## config.mk

```make
export PLATFORM = sky130hd
export DESIGN_NAME = tiop_port
export DESIGN_NICKNAME = d
export VERILOG_FILES = /design/src/logic/tiop_pkg.sv /design/src/logic/tiop_clock_block.sv /design/src/logic/tiop_port.sv
export VERILOG_INCLUDE_DIRS = /design/src /design/src/logic
export SDC_FILE = /design/constraint.sdc
export NUM_CORES = 1
export LEC_CHECK = 0
export BUFFER_PORTS_ARGS = -buffer_cell sky130_fd_sc_hd__buf_2
export CAP_MARGIN = 40
export CORE_AREA = 2 2 207 168
export CTS_BUF_LIST = sky130_fd_sc_hd__clkbuf_8
export CTS_CLUSTER_SIZE = 25
export DETAILED_ROUTE_END_ITERATION = 8
export DIE_AREA = 0 0 209 170
export GPL_ROUTABILITY_DRIVEN = 0
export GPL_TIMING_DRIVEN = 0
export SYNTH_ARGS = -nofsm -noshare
export SYNTH_HDL_FRONTEND = slang
export SYNTH_SLANG_ARGS = --single-unit
```

## constraint.sdc

```tcl
create_clock -name mclk -period 7.2 [get_ports mclk]
set_input_delay 1.08 -clock mclk [delete_from_list [all_inputs] [get_ports mclk]]
set_output_delay 1.08 -clock mclk [all_outputs]
set_load 0.01 [all_outputs]
```

## src/logic/tiop_map.svh

```systemverilog
// constant map of the timed i/o port: field positions, reset values, timing
`ifndef TIOP_MAP_SVH
`define TIOP_MAP_SVH

// ----------------------------------------------------------------
// clock blocks and counter
// ----------------------------------------------------------------
`define TIOP_NUM_CLKBLK 6
`define TIOP_CLKSEL_W 3
`define TIOP_CNT_W 16
`define TIOP_DIV_W 8
`define TIOP_MCLK_PERIOD_NS 10
`define TIOP_REF_PERIOD_NS 10
`define TIOP_REF_DIV (`TIOP_REF_PERIOD_NS / `TIOP_MCLK_PERIOD_NS - 1)

// ----------------------------------------------------------------
// fields of the port configuration word
// ----------------------------------------------------------------
`define TIOP_CFG_DIR 0
`define TIOP_CFG_CLK_LSB 1
`define TIOP_CFG_COND_LSB 4
`define TIOP_CFG_STB 6

// ----------------------------------------------------------------
// fields of the clock block configuration word
// ----------------------------------------------------------------
`define TIOP_CB_IDX_LSB 0
`define TIOP_CB_EXT 3
`define TIOP_CB_DIV_LSB 4

// ----------------------------------------------------------------
// reset values
// ----------------------------------------------------------------
`define TIOP_RST_CLKSEL 3'h0
`define TIOP_RST_DIV 8'h00

`endif

```

## src/logic/tiop_pkg.sv

```systemverilog
// types shared by the timed i/o port files
package tiop_pkg;

	// processor operations on the port
	typedef enum logic [2:0] {
		OP_CLKBLK = 3'h0,
		OP_OUT = 3'h1,
		OP_IN = 3'h2,
		OP_CONFIG = 3'h3,
		OP_COND = 3'h4,
		OP_TIME = 3'h5,
		OP_COUNT = 3'h6,
		OP_STAMP = 3'h7
	} tiop_op_type;

	// pin condition that an input waits for
	typedef enum logic [1:0] {
		COND_NONE = 2'h0,
		COND_EQ = 2'h1,
		COND_NEQ = 2'h2
	} tiop_cond_type;

endpackage

```

## src/logic/tiop_clock_block.sv

```systemverilog
// one programmable clock block: divided reference or external pin edges
`timescale 1ns/1ps
`default_nettype none
`include "tiop_map.svh"

module tiop_clock_block import tiop_pkg::*; #(
	parameter bit FIXED_REF = 1'b0
) (
	// clock and reset
	input wire logic mclk,
	input wire logic reset,
	// configuration
	input wire logic cfgWrite,
	input wire logic cfgExt,
	input wire logic [`TIOP_DIV_W-1:0] cfgDiv,
	// synchronised rising edge of the 1-bit clock port
	input wire logic extEdge,
	// port rate tick
	output logic tick
);

	// ----------------------------------------------------------------
	// state
	// ----------------------------------------------------------------
	logic [`TIOP_DIV_W-1:0] div_q, div_d; // cycles per tick minus one
	logic [`TIOP_DIV_W-1:0] cnt_q, cnt_d; // divider count
	logic ext_q, ext_d; // external pin is the source
	logic tick_q, tick_d; // registered tick

	// next values: block 0 is locked to the reference rate
	always_comb begin
		div_d = div_q;
		ext_d = ext_q;
		cnt_d = cnt_q;
		tick_d = 1'b0;
		if (cfgWrite && !FIXED_REF) begin
			div_d = cfgDiv;
			ext_d = cfgExt;
		end
		if (FIXED_REF) begin
			div_d = `TIOP_DIV_W'(`TIOP_REF_DIV);
			ext_d = 1'b0;
		end
		if (ext_q) begin
			tick_d = extEdge;
			cnt_d = '0;
		end else if (cnt_q >= div_q) begin
			tick_d = 1'b1;
			cnt_d = '0;
		end else begin
			cnt_d = cnt_q + `TIOP_DIV_W'(1);
		end
	end

	// registers
	always_ff @(posedge mclk or posedge reset) begin
		if (reset) begin
			div_q <= `TIOP_RST_DIV;
			ext_q <= 1'b0;
			cnt_q <= '0;
			tick_q <= 1'b0;
		end else begin
			div_q <= div_d;
			ext_q <= ext_d;
			cnt_q <= cnt_d;
			tick_q <= tick_d;
		end
	end

	assign tick = tick_q;
endmodule
`default_nettype wire

```

## src/logic/tiop_port.sv

```systemverilog
// timed i/o port with counter, timestamps, conditions, strobes and clock blocks
`timescale 1ns/1ps
`default_nettype none
`include "tiop_map.svh"

module tiop_port import tiop_pkg::*; #(
	parameter int WIDTH = 8
) (
	// clock and reset
	input wire logic mclk,
	input wire logic reset,
	// processor side
	input wire logic cpuValid,
	input wire tiop_op_type cpuOp,
	input wire logic [31:0] cpuWdata,
	output logic cpuAck,
	output logic [31:0] cpuRdata,
	output logic cpuHasData,
	// tile pin multiplexing, same clock domain
	input wire logic linkEnable,
	input wire logic [WIDTH-1:0] narrowOwn,
	// device pins
	input wire logic [WIDTH-1:0] pinIn,
	output logic [WIDTH-1:0] pinOut,
	output logic [WIDTH-1:0] pinOeN,
	input wire logic strobeIn,
	output logic strobeOut,
	input wire logic clkPinIn,
	// event to the owning tile
	output logic pinEvent
);

	// ----------------------------------------------------------------
	// pin synchronisers
	// ----------------------------------------------------------------
	logic [WIDTH-1:0] pinMeta_q, pinSync_q; // pin data, two stages
	logic stbMeta_q, stbSync_q; // strobe in, two stages
	logic ckMeta_q, ckSync_q, ckPrev_q; // clock pin, two stages and history
	logic extEdge; // rising edge of the clock pin

	// two flops before any logic looks at a pin
	always_ff @(posedge mclk or posedge reset) begin
		if (reset) begin
			pinMeta_q <= '0;
			pinSync_q <= '0;
			stbMeta_q <= 1'b0;
			stbSync_q <= 1'b0;
			ckMeta_q <= 1'b0;
			ckSync_q <= 1'b0;
			ckPrev_q <= 1'b0;
		end else begin
			pinMeta_q <= pinIn;
			pinSync_q <= pinMeta_q;
			stbMeta_q <= strobeIn;
			stbSync_q <= stbMeta_q;
			ckMeta_q <= clkPinIn;
			ckSync_q <= ckMeta_q;
			ckPrev_q <= ckSync_q;
		end
	end

	assign extEdge = ckSync_q & ~ckPrev_q;

	// ----------------------------------------------------------------
	// clock blocks
	// ----------------------------------------------------------------
	logic [`TIOP_NUM_CLKBLK-1:0] tickVec; // one tick per block
	logic cbWrite; // clock block configuration write
	logic [`TIOP_CLKSEL_W-1:0] cbIdx; // addressed block

	assign cbWrite = cpuValid && (cpuOp == OP_CLKBLK);
	assign cbIdx = cpuWdata[`TIOP_CB_IDX_LSB +: `TIOP_CLKSEL_W];

	// six blocks, the first locked to the reference clock
	for (genvar b = 0; b < `TIOP_NUM_CLKBLK; b++) begin : g_cb
		tiop_clock_block #(.FIXED_REF(b == 0)) u_cb (
			.mclk(mclk),
			.reset(reset),
			.cfgWrite(cbWrite && (cbIdx == `TIOP_CLKSEL_W'(b))),
			.cfgExt(cpuWdata[`TIOP_CB_EXT]),
			.cfgDiv(cpuWdata[`TIOP_CB_DIV_LSB +: `TIOP_DIV_W]),
			.extEdge(extEdge),
			.tick(tickVec[b])
		);
	end

	// ----------------------------------------------------------------
	// port state
	// ----------------------------------------------------------------
	logic dirOut_q, dirOut_d; // whole port drives, never mixed
	logic [`TIOP_CLKSEL_W-1:0] clkSel_q, clkSel_d; // clock block in use
	tiop_cond_type cond_q, cond_d; // pin condition mode
	logic [WIDTH-1:0] condVal_q, condVal_d; // condition compare value
	logic stbEn_q, stbEn_d; // strobes in use
	logic [WIDTH-1:0] xfer_q, xfer_d; // transfer register
	logic xferFull_q, xferFull_d; // transfer register holds data
	logic [`TIOP_CNT_W-1:0] count_q, count_d; // port counter
	logic [`TIOP_CNT_W-1:0] time_q, time_d; // deferred transfer count
	logic timed_q, timed_d; // transfer waits for time_q
	logic [`TIOP_CNT_W-1:0] stamp_q, stamp_d; // last transfer count
	logic [WIDTH-1:0] pinOut_q, pinOut_d; // serializer output stage
	logic [WIDTH-1:0] pinOeN_q, pinOeN_d; // low where the port drives
	logic strobeOut_q, strobeOut_d; // outgoing strobe
	logic event_q, event_d; // condition event pulse
	logic ack_q; // operation done
	logic [31:0] rdata_q, rdata_d; // read data
	logic hasData_q, hasData_d; // read carried fresh input

	logic portTick; // selected port clock tick
	logic timeOk; // counter reached deferred time
	logic condOk; // pins meet the condition
	logic stbOk; // strobe qualifies the sample
	logic outFire; // output word moves to the pins
	logic inFire; // pins move into the transfer register

	assign portTick = tickVec[clkSel_q];
	assign timeOk = !timed_q || (count_q == time_q);
	assign condOk = (cond_q == COND_NONE) ||
		((cond_q == COND_EQ) && (pinSync_q == condVal_q)) ||
		((cond_q == COND_NEQ) && (pinSync_q != condVal_q));
	assign stbOk = !stbEn_q || stbSync_q;
	assign outFire = dirOut_q && portTick && xferFull_q && timeOk;
	assign inFire = !dirOut_q && portTick && timeOk && condOk && stbOk;

	// next values; processor first, pin side last so a capture wins
	always_comb begin
		dirOut_d = dirOut_q;
		clkSel_d = clkSel_q;
		cond_d = cond_q;
		condVal_d = condVal_q;
		stbEn_d = stbEn_q;
		xfer_d = xfer_q;
		xferFull_d = xferFull_q;
		count_d = count_q;
		time_d = time_q;
		timed_d = timed_q;
		stamp_d = stamp_q;
		pinOut_d = pinOut_q;
		strobeOut_d = strobeOut_q;
		event_d = 1'b0;
		rdata_d = '0;
		hasData_d = 1'b0;
		// every operation answers on the next edge
		if (cpuValid) begin
			case (cpuOp)
				OP_OUT: begin
					xfer_d = cpuWdata[WIDTH-1:0];
					xferFull_d = 1'b1;
				end
				OP_IN: begin
					rdata_d = 32'(xfer_q);
					hasData_d = xferFull_q;
					xferFull_d = 1'b0;
				end
				OP_CONFIG: begin
					dirOut_d = cpuWdata[`TIOP_CFG_DIR];
					if (cpuWdata[`TIOP_CFG_CLK_LSB +: `TIOP_CLKSEL_W] < `TIOP_CLKSEL_W'(`TIOP_NUM_CLKBLK))
						clkSel_d = cpuWdata[`TIOP_CFG_CLK_LSB +: `TIOP_CLKSEL_W];
					cond_d = tiop_cond_type'(cpuWdata[`TIOP_CFG_COND_LSB +: 2]);
					stbEn_d = cpuWdata[`TIOP_CFG_STB];
				end
				OP_COND: condVal_d = cpuWdata[WIDTH-1:0];
				OP_TIME: begin
					time_d = cpuWdata[`TIOP_CNT_W-1:0];
					timed_d = 1'b1;
				end
				OP_COUNT: rdata_d = 32'(count_q);
				OP_STAMP: rdata_d = 32'(stamp_q);
				default: ;
			endcase
		end
		// counter runs on the port clock
		if (portTick) begin
			count_d = count_q + `TIOP_CNT_W'(1);
			strobeOut_d = 1'b0;
		end
		// output path: transfer register into the serializer stage
		if (outFire) begin
			pinOut_d = xfer_q;
			xferFull_d = cpuValid && (cpuOp == OP_OUT); // a word written now stays queued
			strobeOut_d = stbEn_q;
			stamp_d = count_q;
			timed_d = cpuValid && (cpuOp == OP_TIME); // a fresh arm survives the fire
		end
		// input path: sampled pins into the transfer register
		if (inFire) begin
			xfer_d = pinSync_q;
			xferFull_d = 1'b1;
			stamp_d = count_q;
			timed_d = cpuValid && (cpuOp == OP_TIME); // a fresh arm survives the capture
			event_d = (cond_q != COND_NONE);
		end
		// drivers off for inputs, link owner or narrower port owner
		pinOeN_d = ~{WIDTH{dirOut_d}} | {WIDTH{linkEnable}} | narrowOwn;
	end

	// registers
	always_ff @(posedge mclk or posedge reset) begin
		if (reset) begin
			dirOut_q <= 1'b0;
			clkSel_q <= `TIOP_RST_CLKSEL;
			cond_q <= COND_NONE;
			condVal_q <= '0;
			stbEn_q <= 1'b0;
			xfer_q <= '0;
			xferFull_q <= 1'b0;
			count_q <= '0;
			time_q <= '0;
			timed_q <= 1'b0;
			stamp_q <= '0;
			pinOut_q <= '0;
			pinOeN_q <= '1;
			strobeOut_q <= 1'b0;
			event_q <= 1'b0;
			ack_q <= 1'b0;
			rdata_q <= '0;
			hasData_q <= 1'b0;
		end else begin
			dirOut_q <= dirOut_d;
			clkSel_q <= clkSel_d;
			cond_q <= cond_d;
			condVal_q <= condVal_d;
			stbEn_q <= stbEn_d;
			xfer_q <= xfer_d;
			xferFull_q <= xferFull_d;
			count_q <= count_d;
			time_q <= time_d;
			timed_q <= timed_d;
			stamp_q <= stamp_d;
			pinOut_q <= pinOut_d;
			pinOeN_q <= pinOeN_d;
			strobeOut_q <= strobeOut_d;
			event_q <= event_d;
			ack_q <= cpuValid;
			rdata_q <= rdata_d;
			hasData_q <= hasData_d;
		end
	end

	// outputs straight from flops
	assign cpuAck = ack_q;
	assign cpuRdata = rdata_q;
	assign cpuHasData = hasData_q;
	assign pinOut = pinOut_q;
	assign pinOeN = pinOeN_q;
	assign strobeOut = strobeOut_q;
	assign pinEvent = event_q;
endmodule
`default_nettype wire

```

=== Word level (Yosys, flattened, before mapping) ===
Cells that the tools add are included.

* Add/subtract/negate cells: 7
* $lt $le $gt $ge: 8
* Equal/unequal tests: 17
* Muxes and demuxes: 46
* Bitwise gates (word level): 5
* Reductions and logical operators: 41

{| class="wikitable"
|+ Operators with widths
! operator !! number
|-
| 2-to-1 mux 8 bit || 14
|-
| adder 8 x 1 -> 8 bit (second input constant) || 6
|-
| 2-to-1 mux 16 bit || 3
|-
| case mux 16 bit (3 select lines) || 1
|-
| greater-or-equal comparator 8 bit || 5
|-
| 2-to-1 mux 1 bit || 26
|-
| equality test 3 bit (second input constant) || 6
|-
| logical AND 1 bit || 17
|-
| adder 16 x 1 -> 16 bit (second input constant) || 1
|-
| equality test 16 bit || 1
|-
| bitwise OR 8 bit || 2
|-
| equality test 3 x 2 -> 1 bit (second input constant) || 4
|-
| AND reduction 2 bit || 6
|-
| nonzero test 2 bit || 5
|-
| equality test 8 bit || 1
|-
| greater-or-equal comparator 8 x 1 -> 1 bit (second input constant) || 1
|-
| inequality test 8 bit || 1
|-
| inverter 8 bit || 1
|-
| equality test 3 x 1 -> 1 bit (second input constant) || 2
|-
| nonzero test 3 bit || 2
|-
| logical OR 1 bit || 4
|-
| < comparator 3 x 4 -> 1 bit (second input constant) || 1
|-
| nonzero test 4 bit || 1
|-
| binary-select mux 1 bit (select 3 bit) || 1
|-
| 10 further kinds || 12
|}

* Register bits: 245
* Input port bits: 57
* Output and inout bits: 52
* Logic and storage cells: 171

=== Depth between registers and ports, before layout ===
* Depth after elaboration: 8
* Depth in mapped cells: 9
* Gate-level depth less buffers: 8

=== Hierarchy ===
A second synthesis with hierarchy kept.

* Cell total of the unflattened synthesis: 830
* Area total of the unflattened synthesis: 9962.1 sq um

{| class="wikitable"
|+ Modules (own cells, without submodules)
! module !! instances !! cells each !! area an instance (sq um) !! sequential area each (sq um)
|-
| tiop_port || 1 || 407 || 5481.5 || 3263.1
|-
| tiop_clock_block (g_cb[1].u_cb ...) || 5 || 84 || 889.6 || 450.4
|-
| tiop_clock_block (g_cb[0].u_cb) || 1 || 3 || 32.5 || 25.0
|}

=== Worst setup path after synthesis ===
No wires, ideal clock.

* Kind: input to register
* From: in cpuOp[2]
* To: reg g_cb[4].u_cb.div_q[0]
* Library setup time: 0.125 ns
* Data arrival time: 2.329 ns
* Data required time: 7.075 ns
* Path slack: 4.746 ns
* Stages: 5
* Buffers on the path: 1
* Cells stage by stage: nor2_1 > buf_2 > nand2_1 > nor4b_2 > mux2_2

* Word-level cells in the longest chain between the ends: 3

{| class="wikitable"
|+ RTL lines
! what !! RTL line !! source
|-
| from (decl) || tiop_port.sv:14 || <nowiki>input wire tiop_op_type cpuOp,</nowiki>
|-
| logical NOT 3 bit || tiop_port.sv:71 || <nowiki>assign cbWrite = cpuValid && (cpuOp == OP_CLKBLK);</nowiki>
|-
| logical AND 1 bit || tiop_port.sv:71 ||
|-
| logical AND 1 bit || tiop_port.sv:79 || <nowiki>.cfgWrite(cbWrite && (cbIdx == `TIOP_CLKSEL_W'(b))),</nowiki>
|-
| to (signal assigned) || tiop_clock_block.sv:58 || <nowiki>div_q <= `TIOP_RST_DIV;</nowiki>
|-
| to (signal assigned) || tiop_clock_block.sv:63 || <nowiki>div_q <= div_d;</nowiki>
|-
| to (decl) || tiop_clock_block.sv:25 || <nowiki>logic [`TIOP_DIV_W-1:0] div_q, div_d;</nowiki>
|}

No other way between the ends.
A chain may end at the register's enable or synchronous reset.

=== Final worst setup path ===
* From: in cpuValid
* To: reg g_cb[4].u_cb.div_q[1]

* Word-level cells in the longest chain between the ends: 2

{| class="wikitable"
|+ RTL lines
! what !! RTL line !! source
|-
| from (decl) || tiop_port.sv:13 || <nowiki>input wire logic cpuValid,</nowiki>
|-
| logical AND 1 bit || tiop_port.sv:71 ||
|-
| logical AND 1 bit || tiop_port.sv:79 ||
|}

No other way between the ends.

==> metrics.md <==
| Metric | Value |
|---|---|
| Status | `complete, no violations` |
| Total wire length | `between 20 and 25 mm` |
| Remaining global-route overflow | `0` |
| Worst-Skew Late Latency | `~0.56 ns` |
| Cell area after layout | `around 12,000 µm²` |
| R2r setup slk | `around 4.7 ns` |
| Cell mode on critical path | `nand2_1` |
| Wire per inst | `between 15 and 20 µm` |
| Chip Width | `around 210 µm` |
| H-tree levels | `2` |
| PwrDens | `around 310 nW/µm²` |
| DR vias | `roughly 6,200` |
| Post-CTS setup buffer count | `0` |
| Max incr delay on CP | `a little under 0.8 ns` |
| Final Util | `34.9%` |
| Initial core utilization | `about 30%` |
| CP max stage cell | `nor4b_2` |
| Sink Count | `about 220` |
| Register area share after synthesis | `55.8%` |
| Register area | `5540 µm²` |
| Period Utilization, post-route | `35.7%` |
| Final hold violation count | `0` |
| Mapped Cells | `approximately 820` |
| Avg Inst Size Synth | `around 12 µm²` |
| Worst-path clk slew | `about 0.060 ns` |
| Max VDD drop | `between 0.1 and 0.15 mV` |
| Fin Setup TNS | `0 ns` |
| Rel. slew slack | `a little over two fifths` |
| Worst Path Buf+Inv | `2` |
| Yosys warning count | `0` |
| Largest net degree at the start of global routing | `96` |
| Via/cell ratio | `4.43` |
| Synth Cell Area | `9920 µm²` |
| Setup Skew | `slightly above 0.04 ns` |
| Min Tclk post-route | `~2.6 ns` |
| Area grow syn2layout | `17.6%` |
| Crit path launch | `cpuValid` |
| Hold EP | `pinSync_q[0]` |
| Crit end category | `flop` |
| Site Rows | `60` |
| Worst Hold Path Cells | `0` |
| Final ANT Viol Nets | `0` |
| CTS resizes | `0` |
| Hold slack | `around 0.35 ns` |
| Worst setup SP type | `input port` |
| # setup viols final | `0` |
| F_max | `between 0.3 and 0.4 GHz` |
| First-pass GRT wire length | `approximately 35 mm` |
| CTS Buf Count | `38` |
| RSZ-0062 raised after global routing | `false` |
| Hold wc startpoint | `pinMeta_q[0]` |
| Yosys top cell by area | `dfrtp_1` |
| Die Span Y | `between 150 and 200 µm` |
| Vias in the first global route | `around 6,400` |
| Max Slew Vio Count | `0` |
| Multi-input logic area | `about 4000 µm²` |
| Layout cells sized above 1 | `between 20% and 30%` |
| Starting DRT DRC Count | `260` |
| Top cell type's share of synthesized area | `53.7%` |
| CP required | `7.67 ns` |
| Initial antenna violation count | `1` |
| CP top delay family | `simple AND/OR/NAND/NOR gates` |
| HPWL after detailed placement | `between 10 and 15 mm` |
| Worst Path Arrival | `roughly 3.0 ns` |
| Max-Cap Viols | `0` |
| Library cells used by synthesis | `48` |
| FF-to-FF path depth | `8` |
| Core box area | `between 30,000 and 40,000 µm²` |
| Die area | `approximately 36,000 µm²` |
| Longest Clk Path Bufs | `3` |
| Residual DRC | `0` |
| Post-placement cell count | `1,339` |
| GRT Util Overall | `around 12%` |
| Flops & latches, synth | `221` |
| Worst R2R Start | `count_q[5]` |
| R2R Path End | `stamp_q[1]` |
| Cell Count, Final, Fillers Out | `1,406` |
| Final net count | `1,048` |
| Worst Tran Pin Value | `0.855 ns` |
| Synth area leaders | `dfrtp_1 (54%), mux2_2 (9.5%), ha_1 (5.8%)` |
| Critical path depth | `7` |
| Worst path cell trace | `buf_2, nor2b_1, nand2_1, nor4b_2, clkbuf_1, nand2_1, o21ai_0` |
| CTS root buffer | `clkbuf_8` |
| Drt pass-1 iters | `4` |
| CP Class | `input port to flop` |
| Hold buffers post-CTS | `0` |
| # fillers | `around 3,300` |
| Io pins | `roughly 110` |
| Leak | `between 5 and 6 nW` |
| Critical path peak fanout | `10` |
| Placed Instance Area | `10,900 µm²` |
| Port bufs | `70` |
| CTS tree | `yes` |
| Type of the tightest min-delay check | `flop to flop` |
-- area by class of cell --
cell class / count / area share (%)
Antenna cell: 1 / 0.0214
Buffer: 43 / 2.05
Clock buffer: 43 / 5.07
Clock inverter: 23 / 1.22
Inverter: 53 / 1.77
Multi-Input combinational cell: 516 / 34.3
Sequential cell: 221 / 47.5
Tap cell: 434 / 4.65
Timing Repair Buffer: 72 / 3.47
-- power breakdown --
| group | switching (W) | internal, W |
|---|---|---|
| clock network | 0.000522 | 0.000589 |
| registers | 0.000199 | 0.00148 |
| logic | 0.000391 | 0.000385 |
-- worst register-to-register path, stage by stage (launching register included) --
cell	delay, ns
dfrtp_1	0.35
clkbuf_1	0.23
xor2_1	0.22
nor4_1	0.29
nand4_1	0.24
a21oi_2	0.32
o21ai_4	0.20
buf_6	0.24
mux2_4	0.30
-- synth_stat cells (all sizes together) --
| library cell | n |
|---|---|
| a211o | 6 |
| a211oi | 1 |
| a21bo | 1 |
| a21boi | 5 |
| a21o | 10 |
| a21oi | 12 |
| a22oi | 9 |
| a311o | 1 |
| a32o | 1 |
| and2 | 2 |
| and3 | 11 |
| and3b | 1 |
| buf | 24 |
| clkbuf | 19 |
| conb | 2 |
| dfrtp | 213 |
| dfstp | 8 |
| ha | 46 |
| inv | 53 |
| mux2 | 93 |
| mux2i | 17 |
| mux4 | 1 |
| nand2 | 24 |
| nand2b | 7 |
| nand3 | 36 |
| nand3b | 2 |
| nand4 | 18 |
| nand4b | 1 |
| nor2 | 76 |
| nor2b | 2 |
| nor3 | 1 |
| nor4 | 4 |
| nor4b | 2 |
| o211ai | 5 |
| o21a | 1 |
| o21ai | 24 |
| o31ai | 1 |
| or2 | 1 |
| or3 | 8 |
| xnor2 | 26 |
| xor2 | 43 |
-- per-stage QoR --
step                      setup WS (ns)  total power, W
after floorplan                  0.0838         0.00224
after global placement            -2.51         0.00246
after detailed placement           4.00         0.00249
after CTS                          4.61         0.00363
after global routing               4.36         0.00382
final                              4.63         0.00357
-- layer usage --
layer  track usage [%]  up-vias  wire length (µm)
li1                  -     3020                 -
met1              17.9     3066             10600
met2              18.4      111              9130
met3              3.03       38               955
met4              3.35        0               381
met5                 0        -                 0
-- sequential cells by signal, summed over array words and instances (netlist names), 2 cells and up --
| signal | flops |
|---|---|
| pinOut | 8 |
| count_q | 16 |
| g_cb.u_cb.tick | 6 |
| pinSync_q | 8 |
| xfer_q | 8 |
| pinMeta_q | 8 |
| g_cb.u_cb.div_q | 40 |
| time_q | 16 |
| clkSel_q | 3 |
| g_cb.u_cb.ext_q | 5 |
| cpuRdata | 16 |
| pinOeN | 8 |
| cond_q | 2 |
| g_cb.u_cb.cnt_q | 40 |
| stamp_q | 16 |
| condVal_q | 8 |
-- cell usage in the layout, fill, tap and decap left out, types with 17 or more instances in the layout --
cell	Yosys	layout
buf_4	17	17
mux2i_1	17	17
inv_1	53	63
clkbuf_8	0	43
ha_1	46	46
conb_1	2	17
nand4_1	18	18
nand3_1	36	36
xor2_1	43	43
xnor2_1	26	26
nand2_1	24	24
dfrtp_1	213	213
o21ai_0	23	23
clkbuf_1	19	19
mux2_2	84	84
nor2_1	76	76
buf_2	5	75
-- cell families (layout without fill, tap and decap cells) --
family	count (synthesis)	in the layout	synth area share, %
AOI/OAI and AO/OA	77	77	5.32
other	2	18	0.0757
muxes	111	111	12.8
DFF	221	221	55.8
xor gates and xnor gates	69	69	6.09
adders and majority gates	46	46	5.80
and+or+nand+nor	196	196	9.62
buffers and inverters	96	234	4.41
-- how the worst max path moves through the flow --
| stage | slack (ns) | end |
|---|---|---|
| 6_report | 4.63 | g_cb[4].u_cb.div_q[1] |
| 5_1_grt | 4.36 | g_cb[4].u_cb.div_q[1] |
| 3_5_place_dp | 4.00 | g_cb[4].u_cb.div_q[1] |
| 3_3_place_gp | -2.51 | pinMeta_q[0] |
| 4_1_cts | 4.61 | g_cb[4].u_cb.div_q[1] |
| 2_1_floorplan | 0.08 | ckMeta_q |
(Power assumes the default switching activity.)
